--- src/bcsr_regs.vh ---
// Offsets, field positions, reset values and sizes of the bridge register bank
//
// How it works
// RL1: Registers are reached only through the csr_access_slave memory-mapped port.
// RL2: Register space is 16 KB, split into four 4 KB sub-regions.
// RL3: 0x0000-0x0FFF holds host registers: irq enables, inbound and outbound mailboxes.
// RL4: 0x1000-0x1FFF holds outbound address translation table, writable from any side.
// RL5: 0x2000-0x2FFF is reserved; undefined addresses read as don't-care data.
// RL6: 0x3000-0x3FFF holds local registers: irq enables and both mailbox views.
// RL7: No access filtering by requester or region; any master reaches any register.
// RL8: Host irq status at 0x0040, enable at 0x0050, vector at 0x0060.
// RL9: Inbound mailboxes at 0x0800-0x081F, outbound host view at 0x0900-0x091F.
// RL10: Local irq status at 0x3060, local irq enable at 0x3070.
// RL11: Outbound mailboxes written at 0x3A00-0x3A1F, inbound read at 0x3B00-0x3B1F.
// RL12: Status bits 23:16 set on outbound mailbox 7:0 write; cleared by writing one.
// RL13: Status bits 15:0 are read-only live levels of the local irq inputs.
// RL14: Up to 16 local interrupt input lines, one per live status bit.
// RL15: Only the host should touch host irq registers; hardware does not enforce it.
// RL16: Each recorded host status condition can raise the host irq when enabled.
// RL17: Enable bits 23:16 gate mailbox flags, bits 15:0 gate local irq inputs.
// RL18: Vector register returns read-only 5-bit fabric irq vector in bits 4:0.
// RL19: Status bits 31:24 read as zero and ignore writes.
// RL20: Host irq asserted while any status bit and its enable are both set.
`ifndef BCSR_REGS_VH
`define BCSR_REGS_VH

`define BCSR_ADDR_W 14
`define BCSR_DATA_W 32
`define BCSR_REGION_LSB 12

`define BCSR_REGION_HOST 2'h0
`define BCSR_REGION_ATT 2'h1
`define BCSR_REGION_RSVD 2'h2
`define BCSR_REGION_LOCAL 2'h3

`define BCSR_HOST_IRQ_STATUS 14'h0040
`define BCSR_HOST_IRQ_ENABLE 14'h0050
`define BCSR_IRQ_VECTOR 14'h0060
`define BCSR_INBOUND_MBOX_HOST 14'h0800
`define BCSR_OUTBOUND_MBOX_HOST 14'h0900
`define BCSR_ATT_BASE 14'h1000
`define BCSR_LOCAL_IRQ_STATUS 14'h3060
`define BCSR_LOCAL_IRQ_ENABLE 14'h3070
`define BCSR_OUTBOUND_MBOX_LOCAL 14'h3a00
`define BCSR_INBOUND_MBOX_LOCAL 14'h3b00

`define BCSR_MBOX_COUNT 8
`define BCSR_MBOX_IDX_W 3
`define BCSR_MBOX_SPAN_LSB 5

`define BCSR_ATT_ENTRIES 2
`define BCSR_ATT_WORDS 4
`define BCSR_ATT_IDX_W 10

`define BCSR_MBOX_FLAG_LSB 16
`define BCSR_MBOX_FLAG_MSB 23
`define BCSR_LIVE_IRQ_W 16
`define BCSR_VECTOR_W 5

`define BCSR_RESET_WORD 32'h0000_0000
`define BCSR_RESET_FLAGS 8'h00
`define BCSR_RESET_ENABLE 24'h00_0000
`define BCSR_RESET_LIVE 16'h0000

`endif

--- src/bcsr_mbox_bank.v ---
// Eight 32-bit mailbox words with byte-lane writes and a write strobe per word
`timescale 1ns/1ps
`default_nettype none
`include "bcsr_regs.vh"

module bcsr_mbox_bank (
    // Clock and reset
    input wire core_clk,
    input wire nrst,
    // Write side
    input wire wr_en,
    input wire [`BCSR_MBOX_IDX_W-1:0] wr_idx,
    input wire [3:0] wr_be,
    input wire [31:0] wr_data,
    // Read side
    input wire [`BCSR_MBOX_IDX_W-1:0] rd_idx,
    output wire [31:0] rd_data,
    // One-cycle pulse per written word
    output reg [`BCSR_MBOX_COUNT-1:0] wr_hit
);

    reg [31:0] mbox_q [0:`BCSR_MBOX_COUNT-1];

    genvar g;
    generate
        for (g = 0; g < `BCSR_MBOX_COUNT; g = g + 1) begin : gen_word
            always @(posedge core_clk) begin
                if (!nrst) begin
                    mbox_q[g] <= `BCSR_RESET_WORD;
                end else begin
                    if (wr_en && (wr_idx == g)) begin
                        if (wr_be[0]) mbox_q[g][7:0] <= wr_data[7:0];
                        if (wr_be[1]) mbox_q[g][15:8] <= wr_data[15:8];
                        if (wr_be[2]) mbox_q[g][23:16] <= wr_data[23:16];
                        if (wr_be[3]) mbox_q[g][31:24] <= wr_data[31:24];
                    end
                end
            end
        end
    endgenerate

    // One driver for the whole strobe vector
    always @(posedge core_clk) begin
        if (!nrst) begin
            wr_hit <= 8'h00;
        end else begin
            wr_hit <= wr_en ? (8'h01 << wr_idx) : 8'h00;
        end
    end

    assign rd_data = mbox_q[rd_idx];

endmodule

`default_nettype wire

--- src/bcsr_top.v ---
// Bridge control and status register bank with host and local interrupt status
`timescale 1ns/1ps
`default_nettype none
`include "bcsr_regs.vh"

module bcsr_top (
    // Clock and reset
    input wire core_clk,
    input wire nrst,
    // Register access slave
    input wire [`BCSR_ADDR_W-1:0] csr_addr,
    input wire csr_read,
    input wire csr_write,
    input wire [3:0] csr_be,
    input wire [31:0] csr_wdata,
    output reg [31:0] csr_rdata,
    output reg csr_rvalid,
    // Fabric interrupt sources
    input wire [`BCSR_LIVE_IRQ_W-1:0] local_irq_in,
    input wire [`BCSR_VECTOR_W-1:0] fabric_irq_vec,
    // Interrupt requests
    output reg host_irq,
    output reg local_irq
);

    // Address decode
    wire [1:0] region;
    wire [`BCSR_ADDR_W-1:0] word_addr;
    wire [`BCSR_ADDR_W-`BCSR_MBOX_SPAN_LSB-1:0] mbox_blk;
    wire [`BCSR_MBOX_IDX_W-1:0] mbox_idx;
    wire [`BCSR_ATT_IDX_W-1:0] att_idx;
    wire hit_host_status;
    wire hit_host_enable;
    wire hit_vector;
    wire hit_in_host;
    wire hit_out_host;
    wire hit_att;
    wire hit_local_status;
    wire hit_local_enable;
    wire hit_out_local;
    wire hit_in_local;

    assign region = csr_addr[`BCSR_ADDR_W-1:`BCSR_REGION_LSB];
    assign word_addr = {csr_addr[`BCSR_ADDR_W-1:2], 2'b00};
    assign mbox_blk = csr_addr[`BCSR_ADDR_W-1:`BCSR_MBOX_SPAN_LSB];
    assign mbox_idx = csr_addr[`BCSR_MBOX_SPAN_LSB-1:2];
    assign att_idx = csr_addr[`BCSR_REGION_LSB-1:2];

    // Full-space decode with no requester filtering, see RL2, see RL7
    assign hit_host_status = (word_addr == `BCSR_HOST_IRQ_STATUS); // see RL8
    assign hit_host_enable = (word_addr == `BCSR_HOST_IRQ_ENABLE); // see RL8
    assign hit_vector = (word_addr == `BCSR_IRQ_VECTOR); // see RL8
    assign hit_in_host =
        (mbox_blk == `BCSR_INBOUND_MBOX_HOST >> `BCSR_MBOX_SPAN_LSB); // see RL3, see RL9
    assign hit_out_host =
        (mbox_blk == `BCSR_OUTBOUND_MBOX_HOST >> `BCSR_MBOX_SPAN_LSB); // see RL3, see RL9
    assign hit_att = (region == `BCSR_REGION_ATT) &&
        (att_idx < `BCSR_ATT_WORDS); // see RL4
    assign hit_local_status = (word_addr == `BCSR_LOCAL_IRQ_STATUS); // see RL10
    assign hit_local_enable = (word_addr == `BCSR_LOCAL_IRQ_ENABLE); // see RL10
    assign hit_out_local =
        (mbox_blk == `BCSR_OUTBOUND_MBOX_LOCAL >> `BCSR_MBOX_SPAN_LSB); // see RL6, see RL11
    assign hit_in_local =
        (mbox_blk == `BCSR_INBOUND_MBOX_LOCAL >> `BCSR_MBOX_SPAN_LSB); // see RL6, see RL11

    // Byte-lane merge for plain read-write registers
    function [31:0] be_merge;
        input [31:0] old_val;
        input [31:0] new_val;
        input [3:0] be;
        integer i;
        begin
            be_merge = old_val;
            for (i = 0; i < 4; i = i + 1) begin
                if (be[i]) be_merge[i*8 +: 8] = new_val[i*8 +: 8];
            end
        end
    endfunction

    // Mailbox storage
    wire [31:0] in_mbox_data;
    wire [31:0] out_mbox_data;
    wire [`BCSR_MBOX_COUNT-1:0] in_mbox_hit;
    wire [`BCSR_MBOX_COUNT-1:0] out_mbox_hit;

    // Host writes inbound words, local side reads them, see RL3, see RL6
    bcsr_mbox_bank u_inbound (
        .core_clk(core_clk),
        .nrst(nrst),
        .wr_en(csr_write && hit_in_host),
        .wr_idx(mbox_idx),
        .wr_be(csr_be),
        .wr_data(csr_wdata),
        .rd_idx(mbox_idx),
        .rd_data(in_mbox_data),
        .wr_hit(in_mbox_hit)
    );

    // Local side writes outbound words, host reads them, see RL3, see RL6
    bcsr_mbox_bank u_outbound (
        .core_clk(core_clk),
        .nrst(nrst),
        .wr_en(csr_write && hit_out_local),
        .wr_idx(mbox_idx),
        .wr_be(csr_be),
        .wr_data(csr_wdata),
        .rd_idx(mbox_idx),
        .rd_data(out_mbox_data),
        .wr_hit(out_mbox_hit)
    );

    // Host and local interrupt status and enable, plus translation table storage
    reg [7:0] host_flag_q;
    reg [7:0] host_flag_d;
    reg [23:0] host_en_q;
    reg [7:0] local_flag_q;
    reg [7:0] local_flag_d;
    reg [7:0] local_en_q;
    reg [31:0] att_q [0:`BCSR_ATT_WORDS-1];
    wire [7:0] host_clr;
    wire [7:0] local_clr;
    wire [23:0] host_status_live;
    wire [31:0] host_status_word;
    wire [31:0] local_status_word;

    assign host_clr = (csr_write && hit_host_status && csr_be[2]) ?
        csr_wdata[`BCSR_MBOX_FLAG_MSB:`BCSR_MBOX_FLAG_LSB] : 8'h00;
    assign local_clr = (csr_write && hit_local_status && csr_be[2]) ?
        csr_wdata[`BCSR_MBOX_FLAG_MSB:`BCSR_MBOX_FLAG_LSB] : 8'h00;

    // Live irq inputs sit beside sticky flags, see RL13, see RL14
    assign host_status_live = {host_flag_q, local_irq_in};
    assign host_status_word = {8'h00, host_status_live}; // see RL19
    assign local_status_word = {8'h00, local_flag_q, 16'h0000};

    always @* begin
        // Set wins over write-one-to-clear, see RL12
        host_flag_d = (host_flag_q & ~host_clr) | out_mbox_hit;
        local_flag_d = (local_flag_q & ~local_clr) | in_mbox_hit;
    end

    always @(posedge core_clk) begin
        if (!nrst) begin
            host_flag_q <= `BCSR_RESET_FLAGS;
            local_flag_q <= `BCSR_RESET_FLAGS;
        end else begin
            host_flag_q <= host_flag_d; // see RL12
            local_flag_q <= local_flag_d;
        end
    end

    // Enable registers; bits 31:24 ignore writes
    wire [31:0] host_en_merged;
    assign host_en_merged = be_merge({8'h00, host_en_q}, csr_wdata, csr_be);

    always @(posedge core_clk) begin
        if (!nrst) begin
            host_en_q <= `BCSR_RESET_ENABLE;
            local_en_q <= `BCSR_RESET_FLAGS;
        end else begin
            if (csr_write && hit_host_enable) begin
                host_en_q <= host_en_merged[23:0]; // see RL17
            end
            if (csr_write && hit_local_enable && csr_be[2]) begin
                local_en_q <= csr_wdata[`BCSR_MBOX_FLAG_MSB:`BCSR_MBOX_FLAG_LSB];
            end
        end
    end

    // Translation table words, writable from any master
    integer k;
    always @(posedge core_clk) begin
        if (!nrst) begin
            for (k = 0; k < `BCSR_ATT_WORDS; k = k + 1) begin
                att_q[k] <= `BCSR_RESET_WORD;
            end
        end else if (csr_write && hit_att) begin
            att_q[att_idx[1:0]] <= be_merge(att_q[att_idx[1:0]], csr_wdata, csr_be); // see RL4
        end
    end

    // Read data mux
    reg [31:0] rdata_d;
    always @* begin
        rdata_d = 32'h0000_0000; // see RL5
        if (hit_host_status) begin
            rdata_d = host_status_word; // see RL13
        end else if (hit_host_enable) begin
            rdata_d = {8'h00, host_en_q}; // see RL17
        end else if (hit_vector) begin
            rdata_d = {27'h000_0000, fabric_irq_vec}; // see RL18
        end else if (hit_in_host || hit_in_local) begin
            rdata_d = in_mbox_data;
        end else if (hit_out_host || hit_out_local) begin
            rdata_d = out_mbox_data;
        end else if (hit_att) begin
            rdata_d = att_q[att_idx[1:0]];
        end else if (hit_local_status) begin
            rdata_d = local_status_word;
        end else if (hit_local_enable) begin
            rdata_d = {8'h00, local_en_q, 16'h0000};
        end
    end

    // One-cycle read answer from the slave port, see RL1
    always @(posedge core_clk) begin
        if (!nrst) begin
            csr_rdata <= `BCSR_RESET_WORD;
            csr_rvalid <= 1'b0;
        end else begin
            csr_rvalid <= csr_read && !csr_write;
            if (csr_read && !csr_write) begin
                csr_rdata <= rdata_d;
            end
        end
    end

    // Interrupt requests follow status and enable pairs, see RL16, see RL20
    always @(posedge core_clk) begin
        if (!nrst) begin
            host_irq <= 1'b0;
            local_irq <= 1'b0;
        end else begin
            host_irq <= |(host_status_live & host_en_q); // see RL17
            local_irq <= |(local_flag_q & local_en_q);
        end
    end

endmodule

`default_nettype wire

--- config.mk ---
export PLATFORM = sky130hd
export DESIGN_NAME = bcsr_top
export DESIGN_NICKNAME = d
export VERILOG_FILES = /design/src/bcsr_mbox_bank.v /design/src/bcsr_top.v
export VERILOG_INCLUDE_DIRS = /design/src /design/src/src
export SDC_FILE = /design/constraint.sdc
export NUM_CORES = 1
export LEC_CHECK = 0
export ABC_AREA = 1
export BUFFER_PORTS_ARGS = -buffer_cell sky130_fd_sc_hd__buf_2
export CAP_MARGIN = 20
export CORE_ASPECT_RATIO = 1.5
export CORE_UTILIZATION = 55
export CTS_CLUSTER_DIAMETER = 80
export DETAILED_ROUTE_END_ITERATION = 10
export HOLD_SLACK_MARGIN = 0.12
export PLACE_DENSITY = 0.68
export SLEW_MARGIN = 20
export SYNTH_ARGS = -nofsm -noshare
export SYNTH_HDL_FRONTEND = slang
export SYNTH_SLANG_ARGS = --single-unit
--- constraint.sdc ---
create_clock -name core_clk -period 5.4 [get_ports core_clk]
set_input_delay 0.27 -clock core_clk [delete_from_list [all_inputs] [get_ports core_clk]]
set_output_delay 0.27 -clock core_clk [all_outputs]
set_load 0.05 [all_outputs]
==> impl_metrics.env, run 1 <==
export IMPL_ys_seq_area_share_pct=62.7
export IMPL_yosys_register_bits=739
export IMPL_r2r_end="csr_rdata[1]"
export IMPL_yosys_area_top_type_share_pct=56.8
export IMPL_cts_sinks=739
export IMPL_die_h_um=306
export IMPL_status="complete, no violations"
export IMPL_boundaryPins=110
export IMPL_final_core_utilization_pct=61.8
export IMPL_endpoint_kind="register"
export IMPL_rrSetupSlack_ns=3.31
export IMPL_synth_fa_ha_area_share_pct=0
export IMPL_slew_headroom_pct=18.9
export IMPL_fin_setup_tns_ns=0
export IMPL_finalNetCount=3771
export IMPL_max_cap_violations=0
export IMPL_synth_top_family_by_area="simple AND/OR/NAND/NOR gates"
export IMPL_drc=0
export IMPL_drive_above_1_share_pct=11.0
export IMPL_fin_area_um2=37700
export IMPL_crit_arrival_ns=3.91
export IMPL_cts_max_level=3
export IMPL_synthMuxAreaShare_pct=0
export IMPL_syn_num_nets=3706
export IMPL_synth_ff_type="edfxtp_1"
export IMPL_wl_per_cell_um=24.1
export IMPL_via_per_inst=5.90
export IMPL_cts_tree="built"
export IMPL_drtIter0Drc=2678
export IMPL_crit_chain="buf_2 -> inv_2 -> buf_4 -> nor2_4 -> buf_4 -> nand2_1 -> nand4_1 -> nand3_1 -> nand2_1 -> nand2_1 -> nand3_1 -> nand2_1 -> dlygate4sd3_1 -> a21oi_1"
export IMPL_synth_edf_count=640
export IMPL_crit_path_frequent_cell="nand2_1"
export IMPL_hold_violations=0
export IMPL_overflow=0
export IMPL_critical_path_class="input port to register"
export IMPL_grt_pass1_wl_mm=160
export IMPL_synth_xor_area_share_pct=0
export IMPL_cpLargestDelayFamily="buffers and inverters"
export IMPL_max_slew_worst_pin_slew_ns=1.21
export IMPL_skew_ns=0.0183
export IMPL_period_needed_ns=3.36
export IMPL_grt_start_max_net_pins=71
export IMPL_synth_top_cells_by_count="nor2_1 (1,087), edfxtp_1 (640), nand2_1 (606), inv_1 (233), o21ai_0 (165)"
export IMPL_hold_start="local_irq_in[6]"
export IMPL_synth_compound_area_share_pct=7.32
export IMPL_start_kind="input port"
export IMPL_synth_distinct_cells=45
export IMPL_ys_warn_count=0
export IMPL_grt_total_usage_pct=35.3
export IMPL_clock_root_buffer="clkbuf_16"
export IMPL_r2r_start="att_q[2][1]"
export IMPL_place_congestion=0.954
export IMPL_n_fill_cell=5130
export IMPL_die_area_um2=62500
export IMPL_synthToLayoutAreaGrowth_pct=11.3
export IMPL_clk_pin_slew_worst_paths_ns=0.06
export IMPL_slew_viol_final=0
export IMPL_start_util_pct=55.5
export IMPL_cp_required_ns=5.95
export IMPL_critPathBufInv=5
export IMPL_synth_most_common_cell="nor2_1"
export IMPL_min_delay_path_class="input port to register"
export IMPL_ir_worst_vdd_mv=0.289
export IMPL_vias=26832
export IMPL_ant_nets=0
export IMPL_max_freq_mhz=297
export IMPL_synth_top_cell_by_area="edfxtp_1"
export IMPL_power_density_nw_per_um2=332
export IMPL_fp_row_count=111
export IMPL_worst_r2r_cell_count=11
export IMPL_wl_mm=109
export IMPL_synth_area_um2=33800
export IMPL_synth_area_leaders="edfxtp_1 (57%), nor2_1 (12%), nand2_1 (6.7%)"
export IMPL_setup_viol=0
export IMPL_core_um2=61000
export IMPL_die_w_um=204
export IMPL_dr_pass1_iters=6
export IMPL_numCtsBuffers=72
export IMPL_port_buffers=107
export IMPL_p_total_mw=12.5
export IMPL_cp_slowest_stage_delay_ns=0.58
export IMPL_hold_depth=5
export IMPL_synth_simple_area_share_pct=23.4
export IMPL_grt_pass1_vias=26489
export IMPL_cts_resized=0
export IMPL_clock_path_buffers=3
export IMPL_dp_hpwl_mm=71.2
export IMPL_clock_latency_ns=0.62
export IMPL_crit_slowest_cell="dlygate4sd3_1"
export IMPL_rsz0062_at_grt="no"
export IMPL_cp_max_fo=39
export IMPL_post_dp_cell_area_um2=34900
export IMPL_avgSynthCellArea_um2=9.31
export IMPL_hold_path_end="csr_rdata[6]"
export IMPL_antenna_found_initial=3
export IMPL_async_flop_share_pct=0
export IMPL_syn_inst=3631
export IMPL_p_leak_nw=14.4
export IMPL_finalCritPeriodShare_pct=62.3
==> per-layer routing <==
layer	up-vias	share of wire, %	GRT usage (%)
met5	-	0	0
met4	0	8.3	27.0
met3	363	8.8	5.07
met2	1518	49	59.5
met1	12883	34	40.2
li1	12068	-	-
==> report_power, final <==
part | switching, mW | leakage [nW] | internal, mW
sequential | 0.0650 | 6.98 | 6.41
combinational | 0.671 | 6.24 | 0.231
clock | 2.18 | 1.16 | 2.95
total | 2.91 | 14.4 | 9.59
==> kinds of logic after synthesis <==
family | after synthesis
and+or+nand+nor | 1957
DFF | 739
buffers and inverters | 508
AOI/OAI and AO/OA | 427
==> worst max-delay path by stage <==
| stage | cells past startpoint | endpoint | start | slack [ns] |
|---|---|---|---|---|
| 3_5_place_dp | 9 | att_q[2][20] | csr_addr[3] | 1.94 |
| 4_1_cts | 14 | csr_rdata[1] | csr_addr[3] | 2.14 |
| 5_1_grt | 14 | csr_rdata[1] | csr_addr[3] | 1.95 |
| 6_report | 14 | csr_rdata[1] | csr_addr[3] | 2.04 |
| 2_1_floorplan | 7 | att_q[3][0] | csr_addr[4] | 1.42 |
| 3_3_place_gp | 9 | att_q[2][20] | csr_addr[3] | 2.00 |
==> metrics by stage <==
stage	instances	setup WS [ns]	hold WS (ns)
2_1_floorplan	3631	1.42	0.415
3_3_place_gp	4374	2.00	0.422
3_5_place_dp	4374	1.94	0.428
4_1_cts	4544	2.14	0.121
5_1_grt	4544	1.95	0.198
6_report	4545	2.04	0.145
==> final cells by class <==
| cell class | instances | area (um2) | share of cell area (%) |
|---|---|---|---|
| clock buffer | 97 | 2040 | 5.42 |
| inverter | 267 | 1000 | 2.67 |
| sequential | 739 | 21200 | 56.3 |
| antenna | 1 | 2.50 | 0.00665 |
| timing repair buffer | 232 | 1660 | 4.41 |
| clock inverter | 34 | 319 | 0.847 |
| multi-input combinational | 2384 | 10400 | 27.7 |
| tap | 791 | 990 | 2.63 |
==> repair_timing <==
action,4_1_cts,5_1_grt
endpoints found under the setup margin,0,0
setup buffers,0,0
hold buffers,39,0
hold endpoints to repair,54,0
==> sequential cells by signal, summed over array words and instances, names as in the netlist, 8 cells and up <==
register           flops
host_flag_q            8
u_outbound.wr_hit      8
u_inbound.wr_hit       8
att_q                128
csr_rdata             32
local_en_q             8
host_en_q             24
u_outbound.mbox_q    256
u_inbound.mbox_q     256
local_flag_q           8
==> worst reg2reg max path, stage by stage (launching register included) <==
cell and delay [ns]:
edfxtp_1 0.37, nor2_1 0.10, o21ai_0 0.11, nand2_1 0.14, nor2_1 0.05, nor2_1 0.12, nand2_1 0.07, nand2_1 0.15
nand3_1 0.10, nand2_1 0.10, dlygate4sd3_1 0.58, a21oi_1 0.06
==> cells in the final DEF, fill, tap and decap left out, types with 4 or more instances in the layout <==
| cell type | count |
|---|---|
| buf_4 | 79 |
| nand2_4 | 4 |
| o21ai_1 | 11 |
| nor2_2 | 5 |
| nand4_1 | 31 |
| or2_2 | 52 |
| nand2_1 | 604 |
| buf_12 | 7 |
| nand2_2 | 5 |
| nor2_4 | 12 |
| o211ai_1 | 7 |
| edfxtp_1 | 640 |
| clkinv_2 | 10 |
| nor2_1 | 1087 |
| inv_2 | 33 |
| o2111ai_1 | 25 |
| a221oi_1 | 4 |
| nor4_1 | 5 |
| clkbuf_16 | 77 |
| o22ai_1 | 35 |
| nand3_1 | 127 |
| clkinv_1 | 14 |
| a22oi_1 | 7 |
| inv_1 | 232 |
| o31ai_1 | 4 |
| clkbuf_1 | 16 |
| o21ai_0 | 158 |
| a21oi_1 | 123 |
| bufinv_16 | 6 |
| clkbuf_8 | 4 |
| dfxtp_1 | 99 |
| a211oi_1 | 8 |
| a21boi_0 | 16 |
| nor3_1 | 19 |
| buf_2 | 107 |
| dlygate4sd3_1 | 39 |
| o21a_1 | 17 |
Note: power is estimated with default switching activity, not from simulation.
==> inputs of run 2 (changes only) <==
ABC_AREA = 0   (was 1)
clock period = 3.4 ns   (was 5.4 ns; I/O delays follow)
==> run 2 against run 1 <==
Utilization up 1.2 points; sequential share of layout area increased by 0.88 points; global-route usage decreased by 4.7 points; wire length decreased by 15%; largest power group unchanged.
==> impl_metrics.env, run 2 <==
export IMPL_status="complete, no violations"
export IMPL_synthToLayoutAreaGrowth_pct=13.1
export IMPL_synth_most_common_cell="nor2_1"
export IMPL_final_common_cell="nor2_1"
export IMPL_worst_hold_slack_ns=0.140
export IMPL_clock_latency_ns=0.61
export IMPL_grt_pass1_wl_mm=135
export IMPL_wl_mm=92.7
export IMPL_grt_start_max_net_pins=70
export IMPL_finalCritPeriodShare_pct=74.6
export IMPL_avgSynthCellArea_um2=13.1
export IMPL_clock_path_buffers=3
export IMPL_power_density_nw_per_um2=526
export IMPL_critical_path_class="input port to register"
export IMPL_antenna_found_initial=0
export IMPL_final_cell_mix="nor2_1 (670), edfxtp_1 (640), nand2_1 (226)"
export IMPL_setup_slack_ns=0.865
export IMPL_port_buffers=107
export IMPL_async_flop_share_pct=0
export IMPL_ir_worst_vdd_mv=0.320
export IMPL_p_int_mw=15.1
export IMPL_boundaryPins=110
export IMPL_period_needed_ns=2.54
export IMPL_synth_ff_type="edfxtp_1"
export IMPL_synth_top_cell_by_area="edfxtp_1"
export IMPL_die_area_um2=60600
export IMPL_grt_pass1_vias=21906
export IMPL_preCtsSetupSlack_ns=0.678
export IMPL_fin_area_um2=37100
export IMPL_cp_required_ns=3.93
export IMPL_clk_pin_slew_worst_paths_ns=0.06
export IMPL_wl_per_cell_um=26.9
export IMPL_fin_setup_tns_ns=0
export IMPL_p_leak_nw=13.2
export IMPL_p_comb_share_pct=7.1
export IMPL_dp_cells=3271
export IMPL_grt_total_usage_pct=30.6
export IMPL_dp_hpwl_mm=61.2
export IMPL_synth_area_um2=32800
export IMPL_p_clk_share_pct=40.2
export IMPL_die_h_um=301
export IMPL_cts_max_level=3
export IMPL_max_slew_worst_pin_slew_ns=0.917
export IMPL_finalNetCount=2694
export IMPL_ys_warn_count=0
export IMPL_hold_violations=0
export IMPL_yosys_register_bits=739
export IMPL_min_delay_path_class="input port to register"
export IMPL_syn_inst=2506
export IMPL_seqPwrFrac_pct=52.7
export IMPL_post_dp_cell_area_um2=34300
export IMPL_post_cts_buffers=0
export IMPL_diodes=0
export IMPL_slew_viol_final=0
export IMPL_ys_seq_area_share_pct=64.7
export IMPL_synth_top_cells_by_count="nor2_1 (671), edfxtp_1 (640), nand2_1 (226), mux4_2 (152), clkbuf_1 (146)"
export IMPL_setup_viol=0
export IMPL_ant_nets=0
export IMPL_switchingPower_mw=4.35
export IMPL_numCtsBuffers=67
export IMPL_drive_above_1_share_pct=18.0
export IMPL_drtIter0Drc=2204
export IMPL_start_util_pct=55.6
export IMPL_vias=22029
export IMPL_max_cap_violations=0
export IMPL_dr_pass1_iters=5
export IMPL_slew_headroom_pct=38.8
export IMPL_syn_num_nets=2581
export IMPL_place_congestion=0.943
export IMPL_fp_row_count=109
export IMPL_synth_edf_count=640
export IMPL_cp_max_fo=47
export IMPL_core_um2=58900
export IMPL_start_kind="input port"
export IMPL_rsz0062_at_grt="no"
export IMPL_worst_r2r_cell_count=6
export IMPL_swShare_pct=22.3
export IMPL_fin_cells=3450
export IMPL_drc=0
export IMPL_overflow=0
export IMPL_clock_root_buffer="clkbuf_16"
export IMPL_via_per_inst=6.39
export IMPL_crit_arrival_ns=3.07
export IMPL_max_freq_mhz=394
export IMPL_synth_distinct_cells=62
export IMPL_skew_ns=0.0245
export IMPL_cts_sinks=739
export IMPL_endpoint_kind="register"
export IMPL_yosys_area_top_type_share_pct=58.6
export IMPL_hold_depth=4
export IMPL_largestRegisters="u_inbound.mbox_q x256, u_outbound.mbox_q x256, att_q x128"
export IMPL_synth_area_leaders="edfxtp_1 (59%), mux4_2 (10%), nor2_1 (7.7%)"
export IMPL_die_w_um=201
export IMPL_cts_tree="built"
run 2: area by class of cell:
class | instances | area [um2]
multi-input cells | 1531 | 10600
flip-flops and latches | 739 | 21200
repair buffers | 258 | 1930
well taps | 777 | 972
inverters | 22 | 82.6
clock inverters | 31 | 372
clock buffers | 92 | 1890
fillers | 4441 | 21800
run 2: critical path, stage by stage:
cell           delay (ns)
dlygate4sd3_1        0.53
buf_4                0.48
inv_1                0.18
buf_4                0.32
nor2_1               0.15
buf_4                0.25
o21ai_1              0.12
a2bb2oi_1            0.15
dlygate4sd3_1        0.58
o21ai_1              0.07
run 2: repair_timing:
action                     CTS  global route
hold endpoints to repair   143             0
hold buffers                56             0
setup endpoints to repair    0             0
resized for setup            0             0
run 2: metal layers:
layer	GRT usage [%]	vias to the layer above	wire length (um)
met2	52.4	1290	46700
met5	0	-	0
met3	5.06	254	8240
met1	37.9	11102	33600
met4	14.4	0	4150
li1	-	9383	-
run 2: kinds of logic (layout without fill, tap and decap cells):
kind of cell,Yosys count,in the layout,share of synthesized area [%]
buffers and inverters,236,403,2.98
multiplexers,289,289,14.7
AND/OR/NAND/NOR,1014,1014,12.7
flip-flops,739,739,64.7
AO/OA/AOI/OAI,228,228,5.02
run 2: metrics by stage:
stage | util (%) | power [mW]
after floorplan | - | 11.3
after global placement | 58.1 | 11.7
after detailed placement | 58.1 | 11.8
after CTS | 62.9 | 19.5
after global routing | 62.9 | 19.9
final | 62.9 | 19.5
run 2: final timing paths:
| kind | startpoint | endpoint | slack [ns] |
|---|---|---|---|
| min reg2reg | u_inbound.wr_hit[0] | local_flag_q[0] | 0.44 |
| max | nrst | csr_rdata[3] | 0.86 |
| min | local_irq_in[12] | csr_rdata[12] | 0.14 |
| max reg2reg | host_en_q[15] | host_irq | 1.04 |
run 2: power by group through the flow:
stage,logic (mW),registers [mW],clock network [mW]
after floorplan,0.859,10.4,0
after global placement,1.30,10.4,0
after detailed placement,1.32,10.5,0
after CTS,1.36,10.3,7.87
after global routing,1.44,10.3,8.18
final,1.38,10.3,7.83
